[src/hw/vic_pkg.sv]
/*
  package for the vectored interrupt control/status block: register offsets,
  field positions, reset values and carrier structs.
  assumes a single system clock and a plain strobe register port.
*/
package vic_pkg;

  // ----------------------------------------------------------------
  // register map (byte offsets, one aligned word each)
  // ----------------------------------------------------------------
  localparam logic [7:0] VIC_OFF_CONTROL  = 8'h00;
  localparam logic [7:0] VIC_OFF_STATUS   = 8'h10;
  localparam logic [7:0] VIC_OFF_RELOAD   = 8'h20;
  localparam logic [7:0] VIC_OFF_PENDING  = 8'h30;
  localparam logic [7:0] VIC_OFF_ENABLE   = 8'h40;
  localparam logic [7:0] VIC_OFF_PRIO_LO  = 8'h50;
  localparam logic [7:0] VIC_OFF_PRIO_HI  = 8'h60;
  localparam logic [7:0] VIC_OFF_EVT_STAT = 8'h70;
  localparam logic [7:0] VIC_OFF_EVT_CLR  = 8'h74;
  localparam logic [7:0] VIC_OFF_EVT_EN   = 8'h78;

  // alias sub-offsets: plain, clear, set, invert
  localparam logic [1:0] VIC_ALIAS_PLAIN  = 2'h0;
  localparam logic [1:0] VIC_ALIAS_CLR    = 2'h1;
  localparam logic [1:0] VIC_ALIAS_SET    = 2'h2;
  localparam logic [1:0] VIC_ALIAS_INV    = 2'h3;

  // ----------------------------------------------------------------
  // field positions and masks
  // ----------------------------------------------------------------
  localparam int          VIC_CTL_MULTI_BIT   = 12;
  localparam int          VIC_CTL_TRIG_LSB    = 8;
  localparam int          VIC_STAT_LVL_LSB    = 8;
  localparam int          VIC_EXT_SRC_LSB     = 0;
  localparam int          VIC_NUM_EXT         = 5;
  localparam int          VIC_NUM_SRC         = 32;
  localparam logic [31:0] VIC_CTL_MASK        = 32'h0000_171f;
  localparam logic [31:0] VIC_STAT_MASK       = 32'h0000_073f;
  localparam logic [31:0] VIC_PRIO_MASK       = 32'h1f1f_1f1f;
  localparam logic [31:0] VIC_REG_RESET       = 32'h0000_0000;
  localparam logic [2:0]  VIC_TRIG_OFF        = 3'h0;
  localparam logic [2:0]  VIC_PRIO_DISABLED   = 3'h0;

  // event bits of the event status register
  localparam int          VIC_EVT_PRESENT     = 0;
  localparam int          VIC_EVT_TMR_EXPIRE  = 1;
  localparam int          VIC_NUM_EVT         = 2;

  // ----------------------------------------------------------------
  // carriers
  // ----------------------------------------------------------------
  typedef struct packed {
    logic        wr;
    logic        rd;
    logic [7:0]  addr;
    logic [31:0] wdata;
  } vic_bus_req_t;

  typedef struct packed {
    logic       valid;
    logic [2:0] level;
    logic [4:0] slot;
  } vic_cpu_req_t;

  typedef enum logic [1:0] {
    VIC_TMR_IDLE,
    VIC_TMR_RUN,
    VIC_TMR_DONE
  } vic_tmr_state_t;

endpackage

[src/hw/vic_control_status.sv]
/*
  vectored interrupt control and status: mode select, proximity timer,
  external edge polarity, presented level/slot report, pending flags,
  enables and priorities, with clear/set/invert aliases.
  assumes a strobe register port and a cpu that takes o_cpu_req when valid.
*/
// Implementation choices: strobed register access and the address map.
// Functional notes
// - control bit 12 selects multi-slot mode when one, single-slot when zero.
// - trigger level one to seven starts timer for priorities at or below it.
// - trigger level zero keeps the proximity timer disabled.
// - external inputs detect rising edge when polarity bit one, falling when zero.
// - status bits 10 to 8 show priority of latest presented request.
// - status bits 5 to 0 show the slot number currently presented.
// - reload value loads into the proximity timer on each trigger.
// - a source request sets its pending flag; zero means none occurred.
// - unimplemented bits read zero and ignore writes.
// - a request is forwarded only when its enable bit is one.
// - priority zero disables a source; subpriority ranges zero to three.
// - clear, set and invert aliases at plus 4, 8 and C act on ones.
module vic_control_status
  import vic_pkg::*;
(
  input  wire logic                   i_clk_sys,
  input  wire logic                   i_rst,
  input  wire logic [7:0]             i_addr,
  input  wire logic [31:0]            i_wdata,
  input  wire logic                   i_wr,
  input  wire logic                   i_rd,
  output logic      [31:0]            o_rdata,
  input  wire logic [VIC_NUM_SRC-1:0] i_src_req,
  input  wire logic [VIC_NUM_EXT-1:0] i_ext_pin,
  output vic_pkg::vic_cpu_req_t       o_cpu_req,
  output logic                        o_multi_slot,
  output logic                        o_irq
);
  import vic_pkg::*;

  // ----------------------------------------------------------------
  // state
  // ----------------------------------------------------------------
  typedef struct packed {
    logic [31:0]          control_r;
    logic [31:0]          status_r;
    logic [31:0]          reload_r;
    logic [31:0]          pending_r;
    logic [31:0]          enable_r;
    logic [31:0]          prio_lo_r;
    logic [31:0]          prio_hi_r;
    logic [31:0]          timer_r;
    vic_tmr_state_t       tmr_r;
    logic [VIC_NUM_EVT-1:0] evt_r;
    logic [VIC_NUM_EVT-1:0] evt_en_r;
    vic_cpu_req_t         cpu_r;
    logic [31:0]          rdata_r;
  } vic_state_t;

  vic_state_t st_r;
  vic_state_t st_nxt;

  // priority field of source n: one 5-bit field per byte, shared by four sources, 16 sources per word
  function automatic logic [4:0] prio_of(input logic [31:0] lo, input logic [31:0] hi,
                                         input int n);
    logic [63:0] both;
    both = {hi, lo};
    return both[(n/4)*8 +: 5];
  endfunction

  // alias write: plain, clear, set, invert on bits written as one
  function automatic logic [31:0] alias_wr(input logic [31:0] cur, input logic [31:0] wd,
                                           input logic [1:0] kind, input logic [31:0] mask);
    logic [31:0] res;
    res = cur;
    case (kind)
      VIC_ALIAS_PLAIN: res = wd;
      VIC_ALIAS_CLR:   res = cur & ~wd;
      VIC_ALIAS_SET:   res = cur | wd;
      VIC_ALIAS_INV:   res = cur ^ wd;
      default:         res = cur;
    endcase
    return res & mask;
  endfunction

  // ----------------------------------------------------------------
  // external edges
  // ----------------------------------------------------------------
  logic [VIC_NUM_EXT-1:0] ext_edge;

  vic_edge_detect u_edge
  (
    .i_clk_sys (i_clk_sys),
    .i_rst     (i_rst),
    .i_pin     (i_ext_pin),
    .i_rising  (st_r.control_r[VIC_NUM_EXT-1:0]),
    .o_edge    (ext_edge)
  );

  // ----------------------------------------------------------------
  // next state
  // ----------------------------------------------------------------
  logic [31:0] req_all;
  logic [1:0]  wr_kind;
  logic [7:0]  wr_base;
  logic [2:0]  trig_lvl;
  logic        found;
  logic [4:0]  best_slot;
  logic [4:0]  best_pr;
  logic        best_qual;
  logic [4:0]  pr;

  assign trig_lvl = st_r.control_r[VIC_CTL_TRIG_LSB +: 3];
  assign wr_kind  = i_addr[3:2];
  assign wr_base  = {i_addr[7:4], 4'h0};

  always_comb
  begin
    st_nxt    = st_r;
    found     = 1'b0;
    best_slot = 5'h0;
    best_pr   = 5'h0;
    best_qual = 1'b0;
    pr        = 5'h0;
    req_all   = i_src_req;
    req_all[VIC_EXT_SRC_LSB +: VIC_NUM_EXT] = i_src_req[VIC_EXT_SRC_LSB +: VIC_NUM_EXT]
                                            | ext_edge;

    // register writes with aliases
    if (i_wr)
    begin
      case (wr_base)
        VIC_OFF_CONTROL: st_nxt.control_r = alias_wr(st_r.control_r, i_wdata, wr_kind,
                                                     VIC_CTL_MASK);
        VIC_OFF_STATUS:  st_nxt.status_r  = alias_wr(st_r.status_r, i_wdata, wr_kind,
                                                     VIC_STAT_MASK);
        VIC_OFF_RELOAD:  st_nxt.reload_r  = alias_wr(st_r.reload_r, i_wdata, wr_kind,
                                                     '1);
        VIC_OFF_PENDING: st_nxt.pending_r = alias_wr(st_r.pending_r, i_wdata, wr_kind,
                                                     '1);
        VIC_OFF_ENABLE:  st_nxt.enable_r  = alias_wr(st_r.enable_r, i_wdata, wr_kind,
                                                     '1);
        VIC_OFF_PRIO_LO: st_nxt.prio_lo_r = alias_wr(st_r.prio_lo_r, i_wdata, wr_kind,
                                                     VIC_PRIO_MASK);
        VIC_OFF_PRIO_HI: st_nxt.prio_hi_r = alias_wr(st_r.prio_hi_r, i_wdata, wr_kind,
                                                     VIC_PRIO_MASK);
        default:         st_nxt.status_r  = st_r.status_r;
      endcase
      if (i_addr == VIC_OFF_EVT_CLR)
        st_nxt.evt_r = st_r.evt_r & ~i_wdata[VIC_NUM_EVT-1:0];
      if (i_addr == VIC_OFF_EVT_EN)
        st_nxt.evt_en_r = i_wdata[VIC_NUM_EVT-1:0];
    end

    // request sets pending, wins over clear
    st_nxt.pending_r = st_nxt.pending_r | req_all;

    // highest enabled, non-zero priority pending source (lowest index on tie)
    // one flat 32-way compare per cycle: small, but the longest path here
    for (int n = 0; n < VIC_NUM_SRC; n++)
    begin
      pr = prio_of(st_r.prio_lo_r, st_r.prio_hi_r, n);
      if (st_r.pending_r[n] && st_r.enable_r[n] && pr[4:2] != VIC_PRIO_DISABLED)
      begin
        if (!found || pr > best_pr)
        begin
          found     = 1'b1;
          best_pr   = pr;
          best_slot = 5'(n);
        end
      end
    end

    // qualifying level at or below trigger
    best_qual = (trig_lvl != VIC_TRIG_OFF) && (best_pr[4:2] <= trig_lvl);

    // proximity timer: it only defers presentation; requests keep
    // collecting in the pending flags while it runs, so none is lost
    st_nxt.cpu_r.valid = 1'b0;
    case (st_r.tmr_r)
      VIC_TMR_IDLE:
      begin
        if (found && best_qual)
        begin
          st_nxt.timer_r = st_r.reload_r;
          st_nxt.tmr_r   = VIC_TMR_RUN;
        end
        else if (found)
        begin
          st_nxt.cpu_r.valid = 1'b1;
        end
      end
      VIC_TMR_RUN:
      begin
        // hold off qualifying requests while running
        if (trig_lvl == VIC_TRIG_OFF || st_r.timer_r == 32'h0)
          st_nxt.tmr_r = VIC_TMR_DONE;
        else
          st_nxt.timer_r = st_r.timer_r - 32'h1;
        if (found && !best_qual)
          st_nxt.cpu_r.valid = 1'b1;
      end
      VIC_TMR_DONE:
      begin
        st_nxt.evt_r[VIC_EVT_TMR_EXPIRE] = 1'b1;
        st_nxt.tmr_r                     = VIC_TMR_IDLE;
        st_nxt.cpu_r.valid               = found;
      end
      default: st_nxt.tmr_r = VIC_TMR_IDLE;
    endcase

    if (st_nxt.cpu_r.valid)
    begin
      st_nxt.cpu_r.level = best_pr[4:2];
      st_nxt.cpu_r.slot  = best_slot;
      st_nxt.status_r = {21'h0, best_pr[4:2], 2'h0, 1'b0, best_slot};
      st_nxt.evt_r[VIC_EVT_PRESENT] = 1'b1;
      // presenting consumes the pending flag
      st_nxt.pending_r[best_slot] = req_all[best_slot];
    end

    // reads of unmapped offsets return zero
    st_nxt.rdata_r = 32'h0;
    if (i_rd)
    begin
      case (wr_base)
        VIC_OFF_CONTROL: st_nxt.rdata_r = st_r.control_r;
        VIC_OFF_STATUS:  st_nxt.rdata_r = st_r.status_r;
        VIC_OFF_RELOAD:  st_nxt.rdata_r = st_r.reload_r;
        VIC_OFF_PENDING: st_nxt.rdata_r = st_r.pending_r;
        VIC_OFF_ENABLE:  st_nxt.rdata_r = st_r.enable_r;
        VIC_OFF_PRIO_LO: st_nxt.rdata_r = st_r.prio_lo_r;
        VIC_OFF_PRIO_HI: st_nxt.rdata_r = st_r.prio_hi_r;
        VIC_OFF_EVT_STAT:
          st_nxt.rdata_r = (i_addr == VIC_OFF_EVT_STAT) ? 32'(st_r.evt_r) : 32'h0;
        default:         st_nxt.rdata_r = 32'h0;
      endcase
      if (wr_kind != VIC_ALIAS_PLAIN && wr_base != VIC_OFF_EVT_STAT)
        st_nxt.rdata_r = 32'h0;
    end
  end

  // ----------------------------------------------------------------
  // registers
  // ----------------------------------------------------------------
  always_ff @(posedge i_clk_sys or posedge i_rst)
  begin
    if (i_rst)
    begin
      st_r       <= '0;
      st_r.tmr_r <= VIC_TMR_IDLE;
    end
    else
      st_r <= st_nxt;
  end

  // ----------------------------------------------------------------
  // outputs
  // ----------------------------------------------------------------
  assign o_rdata      = st_r.rdata_r;
  assign o_cpu_req    = st_r.cpu_r;
  assign o_multi_slot = st_r.control_r[VIC_CTL_MULTI_BIT];
  assign o_irq        = |(st_r.evt_r & st_r.evt_en_r);
endmodule

[src/hw/vic_edge_detect.sv]
/*
  edge detector for the external interrupt inputs, polarity per input.
  assumes the inputs are already synchronous to the system clock.
*/
module vic_edge_detect
  import vic_pkg::*;
(
  input  wire logic                   i_clk_sys,
  input  wire logic                   i_rst,
  input  wire logic [VIC_NUM_EXT-1:0] i_pin,
  input  wire logic [VIC_NUM_EXT-1:0] i_rising,
  output logic      [VIC_NUM_EXT-1:0] o_edge
);

  typedef struct packed {
    logic [VIC_NUM_EXT-1:0] prev_r;
  } vic_edge_state_t;

  vic_edge_state_t st_r;
  vic_edge_state_t st_nxt;

  always_comb
  begin
    st_nxt.prev_r = i_pin;
  end

  always_ff @(posedge i_clk_sys or posedge i_rst)
  begin
    if (i_rst)
      st_r <= '0;
    else
      st_r <= st_nxt;
  end

  genvar g;
  generate
    for (g = 0; g < VIC_NUM_EXT; g++)
    begin : g_edge
      assign o_edge[g] = i_rising[g] ? (i_pin[g] & ~st_r.prev_r[g])
                                     : (~i_pin[g] & st_r.prev_r[g]);
    end
  endgenerate

endmodule

[config.mk]
export PLATFORM = sky130hd
export DESIGN_NAME = vic_control_status
export DESIGN_NICKNAME = d
export VERILOG_FILES = /design/src/hw/vic_pkg.sv /design/src/hw/vic_control_status.sv /design/src/hw/vic_edge_detect.sv
export SDC_FILE = /design/constraint.sdc
export NUM_CORES = 1
export LEC_CHECK = 0
export BUFFER_PORTS_ARGS = -buffer_cell sky130_fd_sc_hd__clkbuf_2
export CAP_MARGIN = 20
export CORE_MARGIN = 2
export CORE_UTILIZATION = 40
export CTS_CLUSTER_DIAMETER = 80
export DETAILED_ROUTE_END_ITERATION = 8
export SLEW_MARGIN = 20
export SYNTH_ARGS = -nofsm -noshare
export SYNTH_HDL_FRONTEND = slang
export SYNTH_HIERARCHICAL = 1
export SYNTH_SLANG_ARGS = --single-unit
[constraint.sdc]
create_clock -name i_clk_sys -period 54.8 [get_ports i_clk_sys]
set_input_delay 8.22 -clock i_clk_sys [delete_from_list [all_inputs] [get_ports i_clk_sys]]
set_output_delay 8.22 -clock i_clk_sys [all_outputs]
set_load 0.02 [all_outputs]
## After elaboration in Yosys (flattened, before gate mapping)

Cells that the tools add are included.

| storage, ports and cells | value |
|---|---|
| input port bits | 81 |
| output and inout bits | 43 |
| word-level logic and storage cells | 516 |
| register bits after elaboration | 261 |

| operators by class | value |
|---|---|
| reduce and logical (&&, ||, !) cells | 166 |
| order comparisons | 34 |
| bitwise gates (word level) | 47 |
| equality and inequality tests | 19 |
| add/subtract/negate cells | 1 |
| multiplexer cells | 232 |

Operator list:

| operator | number |
|---|---|
| $mux W5 | 123 |
| $pmux W32 S4 | 3 |
| $mux W32 | 9 |
| $pmux W32 S8 | 1 |
| $pmux W29 S4 | 2 |
| $mux W192 | 1 |
| $gt A5 B5 Y1 | 31 |
| $or A32 B32 Y32 | 4 |
| $and A32 B32 Y32 | 3 |
| $xor A32 B32 Y32 | 3 |
| $mux W1 | 77 |
| $logic_and A1 B1 Y1 | 69 |
| $pmux W32 S2 | 1 |
| $and A29 B29 Y29 | 2 |
| $mux W29 | 2 |
| $or A29 B29 Y29 | 2 |
| $xor A29 B29 Y29 | 2 |
| $pmux W13 S4 | 1 |
| $pmux W11 S4 | 1 |
| $mux W34 | 1 |
| $bwmux W32 | 1 |
| $logic_not A1 Y1 | 32 |
| $logic_not A32 Y1 | 1 |
| $logic_or A1 B1 Y1 | 32 |
| 38 further kinds | 95 |

## Longest topological paths before layout

| logic depth | value |
|---|---|
| depth after elaboration | 135 |
| mapped depth | 324 |
| mapped depth without buffers | 315 |

## Modules after synthesis

The synthesis kept the hierarchy.

By module, submodules not included:

| module | times used | area each (um^2) | cells each | seq. area each (um^2) |
|---|---|---|---|---|
| vic_control_status | 1 | 26,949.6 | 3,257 | 5,830.6 |
| vic_edge_detect | 1 | 241.5 | 21 | 125.1 |

## Worst setup path before layout

Ideal clock, no wire load.

| timing path | value |
|---|---|
| kind | flip-flop to flip-flop |
| start point | reg st_r[145] in the netlist's numbering |
| end point | reg st_r[199] in the netlist's numbering |
| setup time | 0.125 ns |
| arrival | 50.125 ns |
| required time | 54.675 ns |
| clock period less this slack | 50.250 ns |
| slack | 4.550 ns |
| buffers on the path | 8 |
| stages on the path, launching flop included | 303 |
| path through | dfrtp_1 > a222oi_1 > nor3_1 > ha_1 > nor2b_1 > o21ai_0 > nand2b_1 > a21oi_1 > a41oi_1 > nor2_1 > nor3_1 > nor2_1 > nand2_1 > nand2_1 > ha_1 > a31oi_1 > nand2_1 > o31ai_2 > (+267 left out) > nor2b_1 > o22ai_1 > a21oi_1 > or2_2 > buf_1 > a21oi_1 > mux2i_1 > inv_1 > ha_1 > o21a_1 > o21ai_0 > a221oi_1 > and3_1 > clkbuf_1 > clkbuf_1 > nand2_1 > o21ai_0 > o21ai_1 |

RTL lines:

| element | line | RTL |
|---|---|---|
| from (decl) | vic_control_status.sv:58 | `vic_state_t st_r;` |
| from (signal assigned) | vic_control_status.sv:252 | `st_r <= st_nxt;` |

==> impl_metrics.env <==
export IMPL_status="finished, final reports clean"
export IMPL_clock_latency_ps=570
export IMPL_grt_usage=0.272
export IMPL_antenna_found_initial=1
export IMPL_core_area_mm2=0.0673
export IMPL_drive_gt1_frac=0.193
export IMPL_die_w_um=265
export IMPL_final_cell_mix="431 x ha_1, 337 x a211oi_1, 291 x a21oi_1, 267 x inv_1, 232 x dfrtp_1"
export IMPL_gp_congestion=0.967
export IMPL_cts_buffers=36
export IMPL_avgSynthCellArea_um2=8.30
export IMPL_fin_nets=3837
export IMPL_start_util=0.404
export IMPL_port_buffers=123
export IMPL_synthesis_area_mm2=0.0272
export IMPL_clock_sinks=238
export IMPL_cts_buffer_depth=3
export IMPL_postCtsHoldBufs=0
export IMPL_ys_seq_area_frac=0.219
export IMPL_drc_errors=0
export IMPL_cp_common_cell="ha_1"
export IMPL_rows=95
export IMPL_finalMaxSlewViolations=0
export IMPL_post_drt_wl_per_cell_um=23.6
export IMPL_worst_ep_required_time_ps=55200
export IMPL_dieArea_mm2=0.0701
export IMPL_synthCells=3278
export IMPL_vias_per_cell=6.29
export IMPL_setup_viol=0
export IMPL_yosys_warnings=6
export IMPL_end_kind="register"
export IMPL_reg2reg_depth=296
export IMPL_grt_pass1_wl_um=149000
export IMPL_worst_slew_pin_transition_ps=1200
export IMPL_first_pass_iters=8
export IMPL_hpwl_um=71200
export IMPL_dieHeight_um=265
export IMPL_h_tree_depth=2
export IMPL_cts_root_buf="clkbuf_16"
export IMPL_layout_min_cycle_time_ps=51810
export IMPL_critPathKind="register to register"
export IMPL_slew_headroom=0.194
export IMPL_grt_pass1_vias=24000
export IMPL_final_common_cell="ha_1"
export IMPL_syn2layout_area_growth_pct=12.8
export IMPL_whs_ps=496
export IMPL_worstPathMaxFanout=10
export IMPL_drt_iter0_drc=3004
export IMPL_io_pins=124
export IMPL_crit_arrival_ps=52210
export IMPL_synth_distinct_cells=107
export IMPL_cts_tree="built"
export IMPL_n_antenna_cell=0
export IMPL_async_flop_share=1.00
export IMPL_grt_max_degree=173
export IMPL_yosys_most_used_dff="dfrtp_1"
export IMPL_fmax_ghz=0.0193
export IMPL_clk_pin_slew_ps=60
export IMPL_cpPeakStageDelay_ps=470
export IMPL_overflow=0
export IMPL_maxCapViolations=0
export IMPL_routed_wl_um=99600
export IMPL_hold_class="register to register"
export IMPL_yosys_register_bits=238
export IMPL_synth_fp_nets=3792
export IMPL_finalCritPeriodShare=0.945
export IMPL_whs_path_depth=2
export IMPL_synth_edf_count=0
export IMPL_antenna_left=0
export IMPL_vias=26600
export IMPL_start_kind="register"
export IMPL_skew_ps=30.2
export IMPL_cpMaxStageDelayCell="dfrtp_2"
export IMPL_hold_viol_final=0
==> path summary, 6_finish.rpt <==
| path | from | end | slack [ps] |
|---|---|---|---|
| worst max-delay path | st_r[177]$_DFF_PP0_ | st_r[182]$_DFF_PP0_ | 2990 |
| max in group asynchronous | i_rst | st_r[232]$_DFFE_PP0P_ | 45690 |
| min in group asynchronous | i_rst | u_edge/st_r[3]$_DFF_PP0_ | 7620 |
| worst min-delay path | st_r[72]$_DFFE_PP0P_ | st_r[72]$_DFFE_PP0P_ | 500 |
| worst max register to register | st_r[177]$_DFF_PP0_ | st_r[182]$_DFF_PP0_ | 2990 |
| worst min register to register | st_r[72]$_DFFE_PP0P_ | st_r[72]$_DFFE_PP0P_ | 500 |
==> per-layer routing <==
layer / vias to the layer above / wire length [µm] / GRT usage
met5: - / 0 / 0
met4: 0 / 3710 / 0.0924
met3: 217 / 7840 / 0.0410
met2: 1145 / 43800 / 0.422
met1: 12900 / 44200 / 0.385
li1: 12300 / - / -
==> cells by family after synthesis <==
| kind of cell | share of synthesized area |
|---|---|
| adders and majority gates | 0.200 |
| and+or+nand+nor | 0.129 |
| AOI/OAI and AO/OA | 0.295 |
| buffers and inverters | 0.0745 |
| DFF | 0.219 |
| xor gates and xnor gates | 0.00124 |
| muxes | 0.0810 |
==> registers in the layout, indices dropped and copies added, names as in the netlist <==
signal,flops
o_cpu_req,9
st_r,186
u_edge/st_r,5
pr,5
o_rdata,32
o_multi_slot,1
==> synthesized netlist by cell type (26+ instances only) <==
library cell,number,area (µm²)
nor2b_1,37,231
nand2b_1,33,206
buf_4,45,338
ha_1,433,5420
and3_1,38,238
nand4_1,31,194
a211oi_1,339,2540
nand3_1,66,330
nor3_1,50,250
nand2_1,177,664
mux2_2,174,1960
o21ai_0,166,831
inv_1,271,1020
a222oi_1,26,260
nor2_1,237,890
a21oi_1,317,1590
a22oi_1,45,338
a31oi_1,43,269
dfrtp_1,238,5960
clkbuf_1,141,529
==> repair_timing <==
action	in CTS	in global routing
pin swaps	1	46
cloned	2	5
endpoints found under the setup margin	84	84
resized for setup	19	154
setup buffers	0	51
==> through the flow <==
step                      std cells  TNS, ps  setup WS [ps]  utilization  cell area (µm²)
after floorplan                3278        0           4550            -            27200
after global placement         4100    -3480           -418        0.421            28400
after detailed placement       4100   -92100          -1580        0.421            28400
after CTS                      4166    -26.0          -26.0        0.441            29600
after global routing           4222   -34670           -553        0.456            30700
final                          4222        0           2990        0.456            30700
==> final cells by class <==
| cell class | count | area, µm² |
|---|---|---|
| tap | 873 | 1090 |
| multi-input combinational | 2555 | 20000 |
| inverter | 277 | 1050 |
| fill | 6592 | 36600 |
| clock buffer | 51 | 1060 |
| clock inverter | 13 | 146 |
| timing repair buffer | 215 | 1380 |
| sequential | 238 | 5960 |
==> worst max-delay path: cells and delay by family, from the launching register on <==
kind | cells | cell delay, ps
DFF | 1 | 470
and+or+nand+nor | 95 | 12770
AOI/OAI and AO/OA | 129 | 23190
adders and majority gates | 30 | 8680
muxes | 10 | 2730
buffers and inverters | 32 | 3660
Power is left out: the tool's default activity adds up to more than one toggle a clock period on the data nets, which glitch-free logic cannot reach.
